File: config.mk
export PLATFORM = sky130hd
export DESIGN_NAME = bcs_unit
export DESIGN_NICKNAME = d
export VERILOG_FILES = /design/src/core/bcs_pkg.sv /design/src/core/bcs_unit.sv
export VERILOG_INCLUDE_DIRS = /design/src /design/src/core
export SDC_FILE = /design/constraint.sdc
export NUM_CORES = 1
export LEC_CHECK = 0
export BUFFER_PORTS_ARGS = -buffer_cell sky130_fd_sc_hd__buf_2
export CORE_MARGIN = 10
export CORE_UTILIZATION = 47
export DETAILED_ROUTE_END_ITERATION = 7
export PLACE_DENSITY = 0.71
export SLEW_MARGIN = 20
export SYNTH_ARGS = -nofsm -noshare
export SYNTH_HDL_FRONTEND = slang
export SYNTH_SLANG_ARGS = --single-unit
File: constraint.sdc
create_clock -name i_clock -period 4.2 [get_ports i_clock]
set_input_delay 0.21 -clock i_clock [delete_from_list [all_inputs] [get_ports i_clock]]
set_output_delay 0.21 -clock i_clock [all_outputs]
set_load 0.1 [all_outputs]
File: src/core/bcs_map.svh
// Constant header for the branch, compare and skip unit: flag bits, timing counts, reset values.
`ifndef BCS_MAP_SVH
`define BCS_MAP_SVH
// Status register flag positions.
`define BCS_FLAG_C 3'd0
`define BCS_FLAG_Z 3'd1
`define BCS_FLAG_N 3'd2
`define BCS_FLAG_V 3'd3
`define BCS_FLAG_S 3'd4
`define BCS_FLAG_H 3'd5
// Cycle counts per operation.
`define BCS_CYC_PTR_JUMP 3'd2
`define BCS_CYC_OFS_CALL 3'd3
`define BCS_CYC_PTR_CALL 3'd3
`define BCS_CYC_DIR_CALL 3'd4
`define BCS_CYC_ONE 3'd1
// Reset values of the output registers.
`define BCS_PC_RESET 16'h0000
`define BCS_SR_RESET 8'h00
`endif

File: src/core/bcs_pkg.sv
// Package with the operation codes and the request and answer carriers of the unit.
package bcs_pkg;
   typedef enum logic [4:0] {
      BCS_OP_NONE,
      BCS_OP_POINTER_JUMP,
      BCS_OP_OFFSET_CALL,
      BCS_OP_POINTER_CALL,
      BCS_OP_DIRECT_CALL,
      BCS_OP_COMPARE_SKIP_EQUAL,
      BCS_OP_COMPARE_IMMEDIATE,
      BCS_OP_SKIP_REG_BIT_CLEAR,
      BCS_OP_SKIP_REG_BIT_SET,
      BCS_OP_SKIP_IO_BIT_CLEAR,
      BCS_OP_SKIP_IO_BIT_SET,
      BCS_OP_BRANCH_FLAG_SET,
      BCS_OP_BRANCH_FLAG_CLEAR,
      BCS_OP_BRANCH_CARRY_CLEAR,
      BCS_OP_BRANCH_UNSIGNED_GE,
      BCS_OP_BRANCH_SIGNED_GE,
      BCS_OP_BRANCH_SIGNED_LT,
      BCS_OP_BRANCH_OVERFLOW_SET
   } bcs_op_t;

   // One decoded instruction as handed over by the decoder.
   typedef struct packed {
      bcs_op_t op;
      logic [15:0] pc;
      logic [15:0] target;
      logic [11:0] offset;
      logic [7:0] opnd_a;
      logic [7:0] opnd_b;
      logic [2:0] bit_sel;
      logic next_two_words;
   } bcs_req_t;

   // Result of one finished instruction.
   typedef struct packed {
      logic [15:0] pc;
      logic push;
      logic [15:0] ret_addr;
      logic [7:0] status;
   } bcs_ans_t;
endpackage : bcs_pkg

File: src/core/bcs_unit.sv
// Branch, compare and skip unit: executes control-flow operations and reports the new PC.
//
// Summary of operation
// [RL1] Pointer jump loads PC from Z, two cycles, flags untouched.
// [RL2] Offset call sets PC to PC plus offset plus one, saves return, three cycles.
// [RL3] Pointer call saves return address, loads PC from Z, three cycles, flags untouched.
// [RL4] Direct call saves return address, loads absolute target, four cycles.
// [RL5] Compare-skip-equal skips next instruction when registers equal, one to three cycles.
// [RL6] Compare immediate updates Z, N, V, C, H, S from register minus constant, one cycle.
// [RL7] Skip-reg-bit-clear skips when selected register bit is zero.
// [RL8] Skip-reg-bit-set skips when selected register bit is one.
// [RL9] Skip-io-bit-clear skips when selected I/O bit is zero.
// [RL10] Skip-io-bit-set skips when selected I/O bit is one.
// [RL11] Branch-flag-set branches relative when selected status bit is one.
// [RL12] Branch-flag-clear branches relative when selected status bit is zero.
// [RL13] Branch-carry-clear branches only when carry is zero, flags unchanged.
// [RL14] Branch-unsigned-ge branches when carry is zero.
// [RL15] Branch-signed-ge branches when N xor V is zero.
// [RL16] Branch-signed-lt branches when N xor V is one.
// [RL17] Branch-overflow-set branches when overflow flag is one.
// [RL18] Branch takes one cycle untaken, two taken; skip adds a cycle per word.
`timescale 1ns/1ps
`default_nettype none
`include "bcs_map.svh"
module bcs_unit (
   input wire logic i_clock,
   input wire logic i_reset_n,
   input wire logic i_valid,
   input wire bcs_pkg::bcs_req_t i_req,
   input wire logic [15:0] i_z_pointer,
   input wire logic [7:0] i_status,
   output logic o_busy,
   output logic o_done,
   output bcs_pkg::bcs_ans_t o_ans
);
   import bcs_pkg::*;

   typedef enum logic [1:0] {BCS_ST_IDLE, BCS_ST_WAIT} bcs_state_t;

   bcs_state_t state_q;
   logic [2:0] count_q;
   bcs_ans_t ans_q;
   bcs_ans_t pend_q;
   logic done_q;

   // Relative target, sign extended offset plus one.
   wire logic [15:0] offset_ext = {{4{i_req.offset[11]}}, i_req.offset};
   wire logic [15:0] pc_next = i_req.pc + 16'h0001;
   wire logic [15:0] pc_rel = i_req.pc + offset_ext + 16'h0001; // RL2 RL12
   // Skipping a two-word instruction needs one more step and one more cycle.
   wire logic [15:0] pc_skip = i_req.next_two_words ? i_req.pc + 16'h0003 : i_req.pc + 16'h0002;
   wire logic [2:0] skip_cyc = i_req.next_two_words ? 3'd3 : 3'd2; // RL18

   // Compare immediate subtraction with borrow detection on bits 3 and 7.
   wire logic [7:0] rd = i_req.opnd_a;
   wire logic [7:0] kk = i_req.opnd_b;
   wire logic [7:0] diff = rd - kk;
   wire logic cmp_h = (~rd[3] & kk[3]) | (kk[3] & diff[3]) | (diff[3] & ~rd[3]);
   wire logic cmp_c = (~rd[7] & kk[7]) | (kk[7] & diff[7]) | (diff[7] & ~rd[7]);
   wire logic cmp_v = (rd[7] & ~kk[7] & ~diff[7]) | (~rd[7] & kk[7] & diff[7]);
   wire logic cmp_n = diff[7];
   wire logic cmp_z = (diff == 8'h00);
   wire logic [7:0] cmp_status = {i_status[7:6], cmp_h, cmp_n ^ cmp_v, cmp_v, cmp_n,
      cmp_z, cmp_c}; // RL6

   // Flag tests.
   wire logic sel_bit = i_req.opnd_a[i_req.bit_sel];
   wire logic sr_bit = i_status[i_req.bit_sel];
   wire logic f_c = i_status[`BCS_FLAG_C];
   wire logic f_n = i_status[`BCS_FLAG_N];
   wire logic f_v = i_status[`BCS_FLAG_V];

   // Decode of one request: outcome, cycle count and stack push.
   logic cond;
   logic [2:0] cycles;
   bcs_ans_t res;
   always_comb begin
      cond = 1'b0;
      res.pc = pc_next;
      res.push = 1'b0;
      res.ret_addr = pc_next;
      res.status = i_status;
      cycles = `BCS_CYC_ONE;
      case (i_req.op)
         BCS_OP_POINTER_JUMP: begin
            res.pc = i_z_pointer; // RL1
            cycles = `BCS_CYC_PTR_JUMP; // RL1
         end
         BCS_OP_OFFSET_CALL: begin
            res.pc = pc_rel; // RL2
            res.push = 1'b1; // RL2
            cycles = `BCS_CYC_OFS_CALL; // RL2
         end
         BCS_OP_POINTER_CALL: begin
            res.pc = i_z_pointer; // RL3
            res.push = 1'b1; // RL3
            cycles = `BCS_CYC_PTR_CALL; // RL3
         end
         BCS_OP_DIRECT_CALL: begin
            // A direct call is two words long, so it returns past the address word.
            res.pc = i_req.target; // RL4
            res.push = 1'b1; // RL4
            res.ret_addr = i_req.pc + 16'h0002;
            cycles = `BCS_CYC_DIR_CALL; // RL4
         end
         BCS_OP_COMPARE_IMMEDIATE: begin
            res.status = cmp_status; // RL6
         end
         BCS_OP_COMPARE_SKIP_EQUAL: cond = (i_req.opnd_a == i_req.opnd_b); // RL5
         BCS_OP_SKIP_REG_BIT_CLEAR: cond = ~sel_bit; // RL7
         BCS_OP_SKIP_REG_BIT_SET: cond = sel_bit; // RL8
         BCS_OP_SKIP_IO_BIT_CLEAR: cond = ~sel_bit; // RL9
         BCS_OP_SKIP_IO_BIT_SET: cond = sel_bit; // RL10
         BCS_OP_BRANCH_FLAG_SET: cond = sr_bit; // RL11
         BCS_OP_BRANCH_FLAG_CLEAR: cond = ~sr_bit; // RL12
         BCS_OP_BRANCH_CARRY_CLEAR: cond = ~f_c; // RL13
         BCS_OP_BRANCH_UNSIGNED_GE: cond = ~f_c; // RL14
         BCS_OP_BRANCH_SIGNED_GE: cond = ~(f_n ^ f_v); // RL15
         BCS_OP_BRANCH_SIGNED_LT: cond = f_n ^ f_v; // RL16
         BCS_OP_BRANCH_OVERFLOW_SET: cond = f_v; // RL17
         default: cond = 1'b0;
      endcase
      // Skips and branches differ only in their taken target and cost.
      if (cond) begin
         if (i_req.op inside {BCS_OP_COMPARE_SKIP_EQUAL, BCS_OP_SKIP_REG_BIT_CLEAR,
               BCS_OP_SKIP_REG_BIT_SET, BCS_OP_SKIP_IO_BIT_CLEAR, BCS_OP_SKIP_IO_BIT_SET}) begin
            res.pc = pc_skip; // RL5 RL7 RL8 RL9 RL10
            cycles = skip_cyc; // RL18
         end else begin
            res.pc = pc_rel; // RL11 RL13 RL15 RL16 RL17
            cycles = 3'd2; // RL18
         end
      end
   end

   wire logic take = i_valid && (state_q == BCS_ST_IDLE) && (i_req.op != BCS_OP_NONE);

   // Sequencer: the result appears with o_done on the last cycle of the operation.
   // Holding the answer until then keeps the fetch side from racing ahead of the count.
   always_ff @(posedge i_clock or negedge i_reset_n) begin
      if (!i_reset_n) begin
         state_q <= BCS_ST_IDLE;
         count_q <= 3'd0;
         pend_q <= '0;
      end else begin
         case (state_q)
            BCS_ST_IDLE: begin
               if (take && cycles != `BCS_CYC_ONE) begin
                  state_q <= BCS_ST_WAIT;
                  count_q <= cycles - 3'd2;
                  pend_q <= res;
               end
            end
            BCS_ST_WAIT: begin
               if (count_q == 3'd0) begin
                  state_q <= BCS_ST_IDLE;
               end else begin
                  count_q <= count_q - 3'd1;
               end
            end
            default: state_q <= BCS_ST_IDLE;
         endcase
      end
   end

   // Output registers.
   always_ff @(posedge i_clock or negedge i_reset_n) begin
      if (!i_reset_n) begin
         done_q <= 1'b0;
         ans_q <= '{pc: `BCS_PC_RESET, push: 1'b0, ret_addr: `BCS_PC_RESET,
            status: `BCS_SR_RESET};
      end else begin
         done_q <= (take && cycles == `BCS_CYC_ONE) ||
            (state_q == BCS_ST_WAIT && count_q == 3'd0);
         if (take && cycles == `BCS_CYC_ONE) begin
            ans_q <= res;
         end else if (state_q == BCS_ST_WAIT && count_q == 3'd0) begin
            ans_q <= pend_q;
         end
      end
   end

   // Busy covers every cycle of a multi-cycle operation after the taking edge except the last, which carries o_done.
   logic busy_q;
   always_ff @(posedge i_clock or negedge i_reset_n) begin
      if (!i_reset_n) begin
         busy_q <= 1'b0;
      end else begin
         busy_q <= (take && cycles != `BCS_CYC_ONE) ||
            (state_q == BCS_ST_WAIT && count_q != 3'd0);
      end
   end

   assign o_busy = busy_q;
   assign o_done = done_q;
   assign o_ans = ans_q;
endmodule : bcs_unit
`default_nettype wire

* Yosys cells after proc, flatten, opt, wreduce, memory -nomap -nowiden *
Index checks and enable logic that the tools add are counted.

storage, ports and cells
  input port bits = 96
  output and inout port bits = 43
  word-level logic and storage cells = 118
  flip-flop bits (word level) = 89

operators by class
  $add $sub $neg = 8
  bitwise logic cells = 24
  reductions and logical operators = 25
  $lt $le $gt $ge = 1
  eq/ne operators = 24
  multiplexer cells = 24

operators with widths
  kind                                                  count
  2-to-1 mux 41 bit                                     2
  2-to-1 mux 16 bit                                     4
  case mux 16 bit (3 select lines)                      1
  equality test 5 x 4 -> 1 bit (second input constant)  8
  adder 16 x 1 -> 16 bit (second input constant)        2
  adder 16 x 2 -> 16 bit (second input constant)        2
  equality test 5 x 3 -> 1 bit (second input constant)  4
  adder 16 bit                                          1
  equality test 5 x 2 -> 1 bit (second input constant)  2
  equality test 5 bit (second input constant)           2
  nonzero test 5 bit                                    2
  OR reduction 2 bit                                    5
  AND 1 bit                                             9
  2-to-1 mux 3 bit                                      3
  case mux 1 bit (9 select lines)                       1
  case mux 3 bit (3 select lines)                       1
  equality test 8 bit                                   1
  logical NOT 8 bit                                     1
  inverter 1 bit                                        8
  subtractor 8 bit                                      1
  binary-select mux 1 bit (select 3 bit)                2
  logical AND 1 bit                                     6
  2-to-1 mux 6 bit                                      1
  case mux 3 bit (2 select lines)                       1
  other kinds (22)                                      36

* Depth between registers and ports, before layout *
  depth in word-level cells = 9
  depth in mapped cells = 16
  gate-level depth less buffers = 16

* Worst setup path after synthesis *
No wires, ideal clock.

  kind = input port to flip-flop
  start = input i_req[5] (netlist name)
  end = register pend_q[1] (netlist name)
  required time = 4.075 ns
  library setup time = 0.125 ns
  setup slack = 1.328 ns
  data arrival time = 2.747 ns
  stages = 16
  buffers on the path = 0
  cell sequence = inv_1 ha_1 nor2b_1 o21ai_0 nand2b_1 a21o_1 a21oi_1 nor2_1 o21ai_0 nand2b_1 fa_1 nor2_1 o2111ai_1 nor4_1 a32o_1 mux2_2

on the way
  word-level cells in the longest chain between the ends = 6
  elaborated cells on any way between the ends = 9
  those cells by class = 1 x add/sub; 2 x eq/ne; 3 x mux; 3 x reduce/logical

RTL lines
  item                                      RTL line         RTL
  from (decl)                               bcs_unit.sv:29   input wire bcs_pkg::bcs_req_t i_req,
  equality test 8 bit                       bcs_unit.sv:109  BCS_OP_COMPARE_SKIP_EQUAL: cond = (i_req.opnd_a == i_req.opnd_b);
  case mux 1 bit (9 select lines)           bcs_unit.sv:84   case (i_req.op)
  2-to-1 mux 3 bit                          bcs_unit.sv:124  if (cond) begin
  inequality test 3 x 1 -> 1 bit (no line)  n/a
  logical AND 1 bit (no line)               n/a
  AND reduction 2 bit (no line)             n/a
  to (signal assigned)                      bcs_unit.sv:151  pend_q <= res;
  to (decl)                                 bcs_unit.sv:43   bcs_ans_t pend_q;

Parallel ways exist; a longest one is shown, timed or not.
A chain may end at the register's enable or synchronous reset.

* Worst setup path in the final report *
Ends and elaborated chain as after synthesis.

==> run metrics <==
status finished clean; synthesized area per cell 8.716 µm²; Core ar. roughly 13000 µm²; final hold viol count 0; Pleak 3.461 nW; Post-synth EDFFs 0; Worst IR Drop VDD approximately 400 µV; die footprint approximately 19000 µm²; I/O pins around 140; CP top delay family compound AO/OA/AOI/OAI gates; achievable frequency between 300 and 400 MHz; htree depth 3; CTS resizes 0; DP HPWL between 10 and 15 mm; Max Cap Viol 0; Fillers 1215; initial core utilization between 40% and 50%; Buffers on Ports approximately 140; Clock Latency Late Sink approximately 0.34 ns; total power per unit cell area about 680 nW/µm²; Setup crit end kind flop; Vias/cell ~5.8; met2 Use GR 30.90%; area share of the largest cell type after synthesis 34.52%; Tot Pwr 5.094 mW; # DRC 0; part of the cycle the worst path needs ~68%; CTS Buffer Depth 2; CTS root buffer clkbuf_16; routability cong. between 0.9 and 1; Post-CTS Setup Repair Bufs 0; Setup CP Type input pin to flop; Die W about 140 µm; Routed Antenna Nets 0; GRT Total Usage between 10% and 20%; Overflow after GRT 0; Arrival @ worst endpoint about 3.1 ns; initial antenna violation count 0; nets@finish just under 1000; Detailed Routing Iterations Pass 1 6; Reg clk slew, reported paths 0.06 ns; worst slew pin tran slightly above 0.8 ns; met3 Resource Use GR 3.519%; Setup Skew around 0.0072 ns; Std-Cell Rows 42; M1 GR Usage roughly 28%; Clock Sinks approximately 90; share of layout cells above drive strength 1 a little over a fifth; worst stage delay on the critical path about 0.55 ns; CTS tree done; Seq cells post-synth between 80 and 90; grt peak-use layer met2; vias in the first global route ~5700; asr flop ratio synth 100.0%; Synth area leaders dfrtp_1 35%, ha_1 5.9%, o21ai_0 5.7%; Die H 136.5 µm; syn_nets about 860; Synth warnings 0; Buf/Inv on CP 2; setup tns final 0 ns; Slew Viols, Final 0; Hold Crit Class input pin to flop; detailed-route via count ~5900; post-DR wirelength/cell between 15 and 20 µm; Distinct cells, synth 64; number of inserted diodes 0; RSZ-0062 raised after global routing no; Slowest-stage cell, CP fa_1; Final min period 2.853 ns; Syn Inst Count approximately 730; sequence of cells on the critical path buf_2, inv_1, ha_1, nor2b_1, o21ai_0, nand2b_1, a21o_1, a21oi_1, nor2_1, o21ai_0, nand2b_1, fa_1, nor2_1, o2111ai_1, nor4_1, a32o_1, mux2_2; Crit Path Max Fanout 3; crit start category input pin; synthesized area 6380 µm²; Critical Path RT 4.43 ns; worst hold margin 0.1438 ns; Synth area leader dfrtp_1; sequential share of the synthesized area between 30% and 40%; top_reg_cell synth dfrtp_1; TritonCTS buffer count 9; area grow syn2layout 17.45%; global-route wire length before repair between 20 and 30 mm; largest net degree at the start of global routing 47; Initial DRC Count 511; overall routed net length between 15 and 20 mm; Setup-failing EPs final 0; relative slew slack a little under half
-- synthesized netlist by cell type (2+ instances only) --
library cell	count
o21bai_1	3
a222oi_1	7
a21o_1	8
buf_1	2
buf_2	17
a21oi_1	37
o32ai_1	2
nor2b_1	12
xor2_1	24
nor2_1	78
mux4_2	4
nand4_1	5
nor3_1	11
xnor2_1	33
mux2_2	11
nand3_1	13
a22oi_1	9
and4_1	3
a211oi_1	7
nand3b_1	2
a221o_1	28
a31oi_1	3
o22ai_1	3
a221oi_1	4
fa_1	5
o21a_1	3
and3_1	2
mux2i_1	16
a22o_1	3
o211ai_1	9
o2111ai_1	3
inv_1	22
nand2_1	83
clkbuf_1	26
o41ai_1	2
o31ai_1	5
nand2b_1	9
ha_1	30
and2_1	4
o21ai_0	73
dfrtp_1	88
-- worst paths after layout --
| path | slack [ns] | start | depth (start not counted) | to |
|---|---|---|---|---|
| setup / recovery | 1.35 | i_req[5] | 17 | pend_q[1] |
| max in group asynchronous | 2.82 | i_reset_n | 3 | pend_q[20] |
| hold reg to reg | 0.48 | o_ans[7] | 2 | o_ans[7] |
| hold / removal | 0.14 | i_status[6] | 3 | o_ans[6] |
| setup reg to reg | 1.76 | state_q[0] | 5 | pend_q[36] |
| min in group asynchronous | 0.39 | i_reset_n | 2 | o_ans[29] |
-- through the flow --
stage,cell area [µm²],util [%],cells,setup WS (ns)
CTS,7493,56.36,1026,1.333
finish,7493,56.36,1026,1.347
detailed placement,7178,53.99,1009,0.9744
global placement,7178,53.99,1009,1.071
global route,7493,56.36,1026,0.9653
floorplan,6380,-,732,1.328
-- layout make-up --
type / instances / area, µm² / share of cell area, %
Tap cell: 176 / 220.2 / 2.939
Clock inverter: 5 / 62.56 / 0.8349
Clock buffer: 11 / 242.7 / 3.239
Timing Repair Buffer: 149 / 778.2 / 10.39
Inverter: 22 / 82.58 / 1.102
Sequential cell: 88 / 2202 / 29.39
Multi-Input combinational cell: 575 / 3905 / 52.11
-- cells by family after synthesis --
kind of cell | Yosys count | synth area share, %
adder cells (fa/ha/maj) | 35 | 7.453
AND/OR/NAND/NOR | 236 | 16.93
XOR/XNOR | 57 | 7.825
flip-flops | 88 | 34.52
multiplexers | 31 | 5.864
AO/OA/AOI/OAI | 216 | 22.85
buffers and inverters | 69 | 4.570
-- routing by layer --
metal / share of wire (%) / vias to the layer above
met3: 6.1 / 23
met1: 47 / 2830
met4: 1.4 / 0
li1: - / 2884
met5: 0 / -
met2: 46 / 211
-- worst register-to-register path, stage by stage (launching register included) --
cell and delay (ns):
dfrtp_1 0.45, nor2_1 0.61, nand2_2 0.63, buf_4 0.40
nand2_1 0.10, o21ai_0 0.10
-- state kept, by name (all words and copies together), names as in the netlist --
register and flops:
o_busy 1, count_q 3, o_ans 41, pend_q 41, o_done 1, state_q 1
-- placed cells by master, fill, tap and decap left out, types with 11 or more instances in the layout --
master,synthesis,layout
buf_2,17,137
inv_1,22,22
xor2_1,24,24
nand3_1,13,13
nand2_1,83,82
o21ai_0,73,73
mux2i_1,16,16
dfrtp_1,88,88
nor3_1,11,11
a21oi_1,37,37
xnor2_1,33,33
nor2_1,78,77
ha_1,30,30
a221o_1,28,28
mux2_2,11,11
buf_4,1,11
nor2b_1,12,12
-- what timing repair did --
item / 4_1_cts / 5_1_grt
endpoints found under the setup margin: 0 / 0
hold endpoints to repair: 42 / 0
hold buffers: 1 / 0
-- power breakdown --
group	internal (mW)	leakage [nW]	total [mW]	switching [mW]
clock	0.481	0.143	0.816	0.334
combinational	0.666	2.22	2.79	2.12
sequential	1.25	1.10	1.49	0.244
No activity file was read; power rests on OpenSTA's default activity.
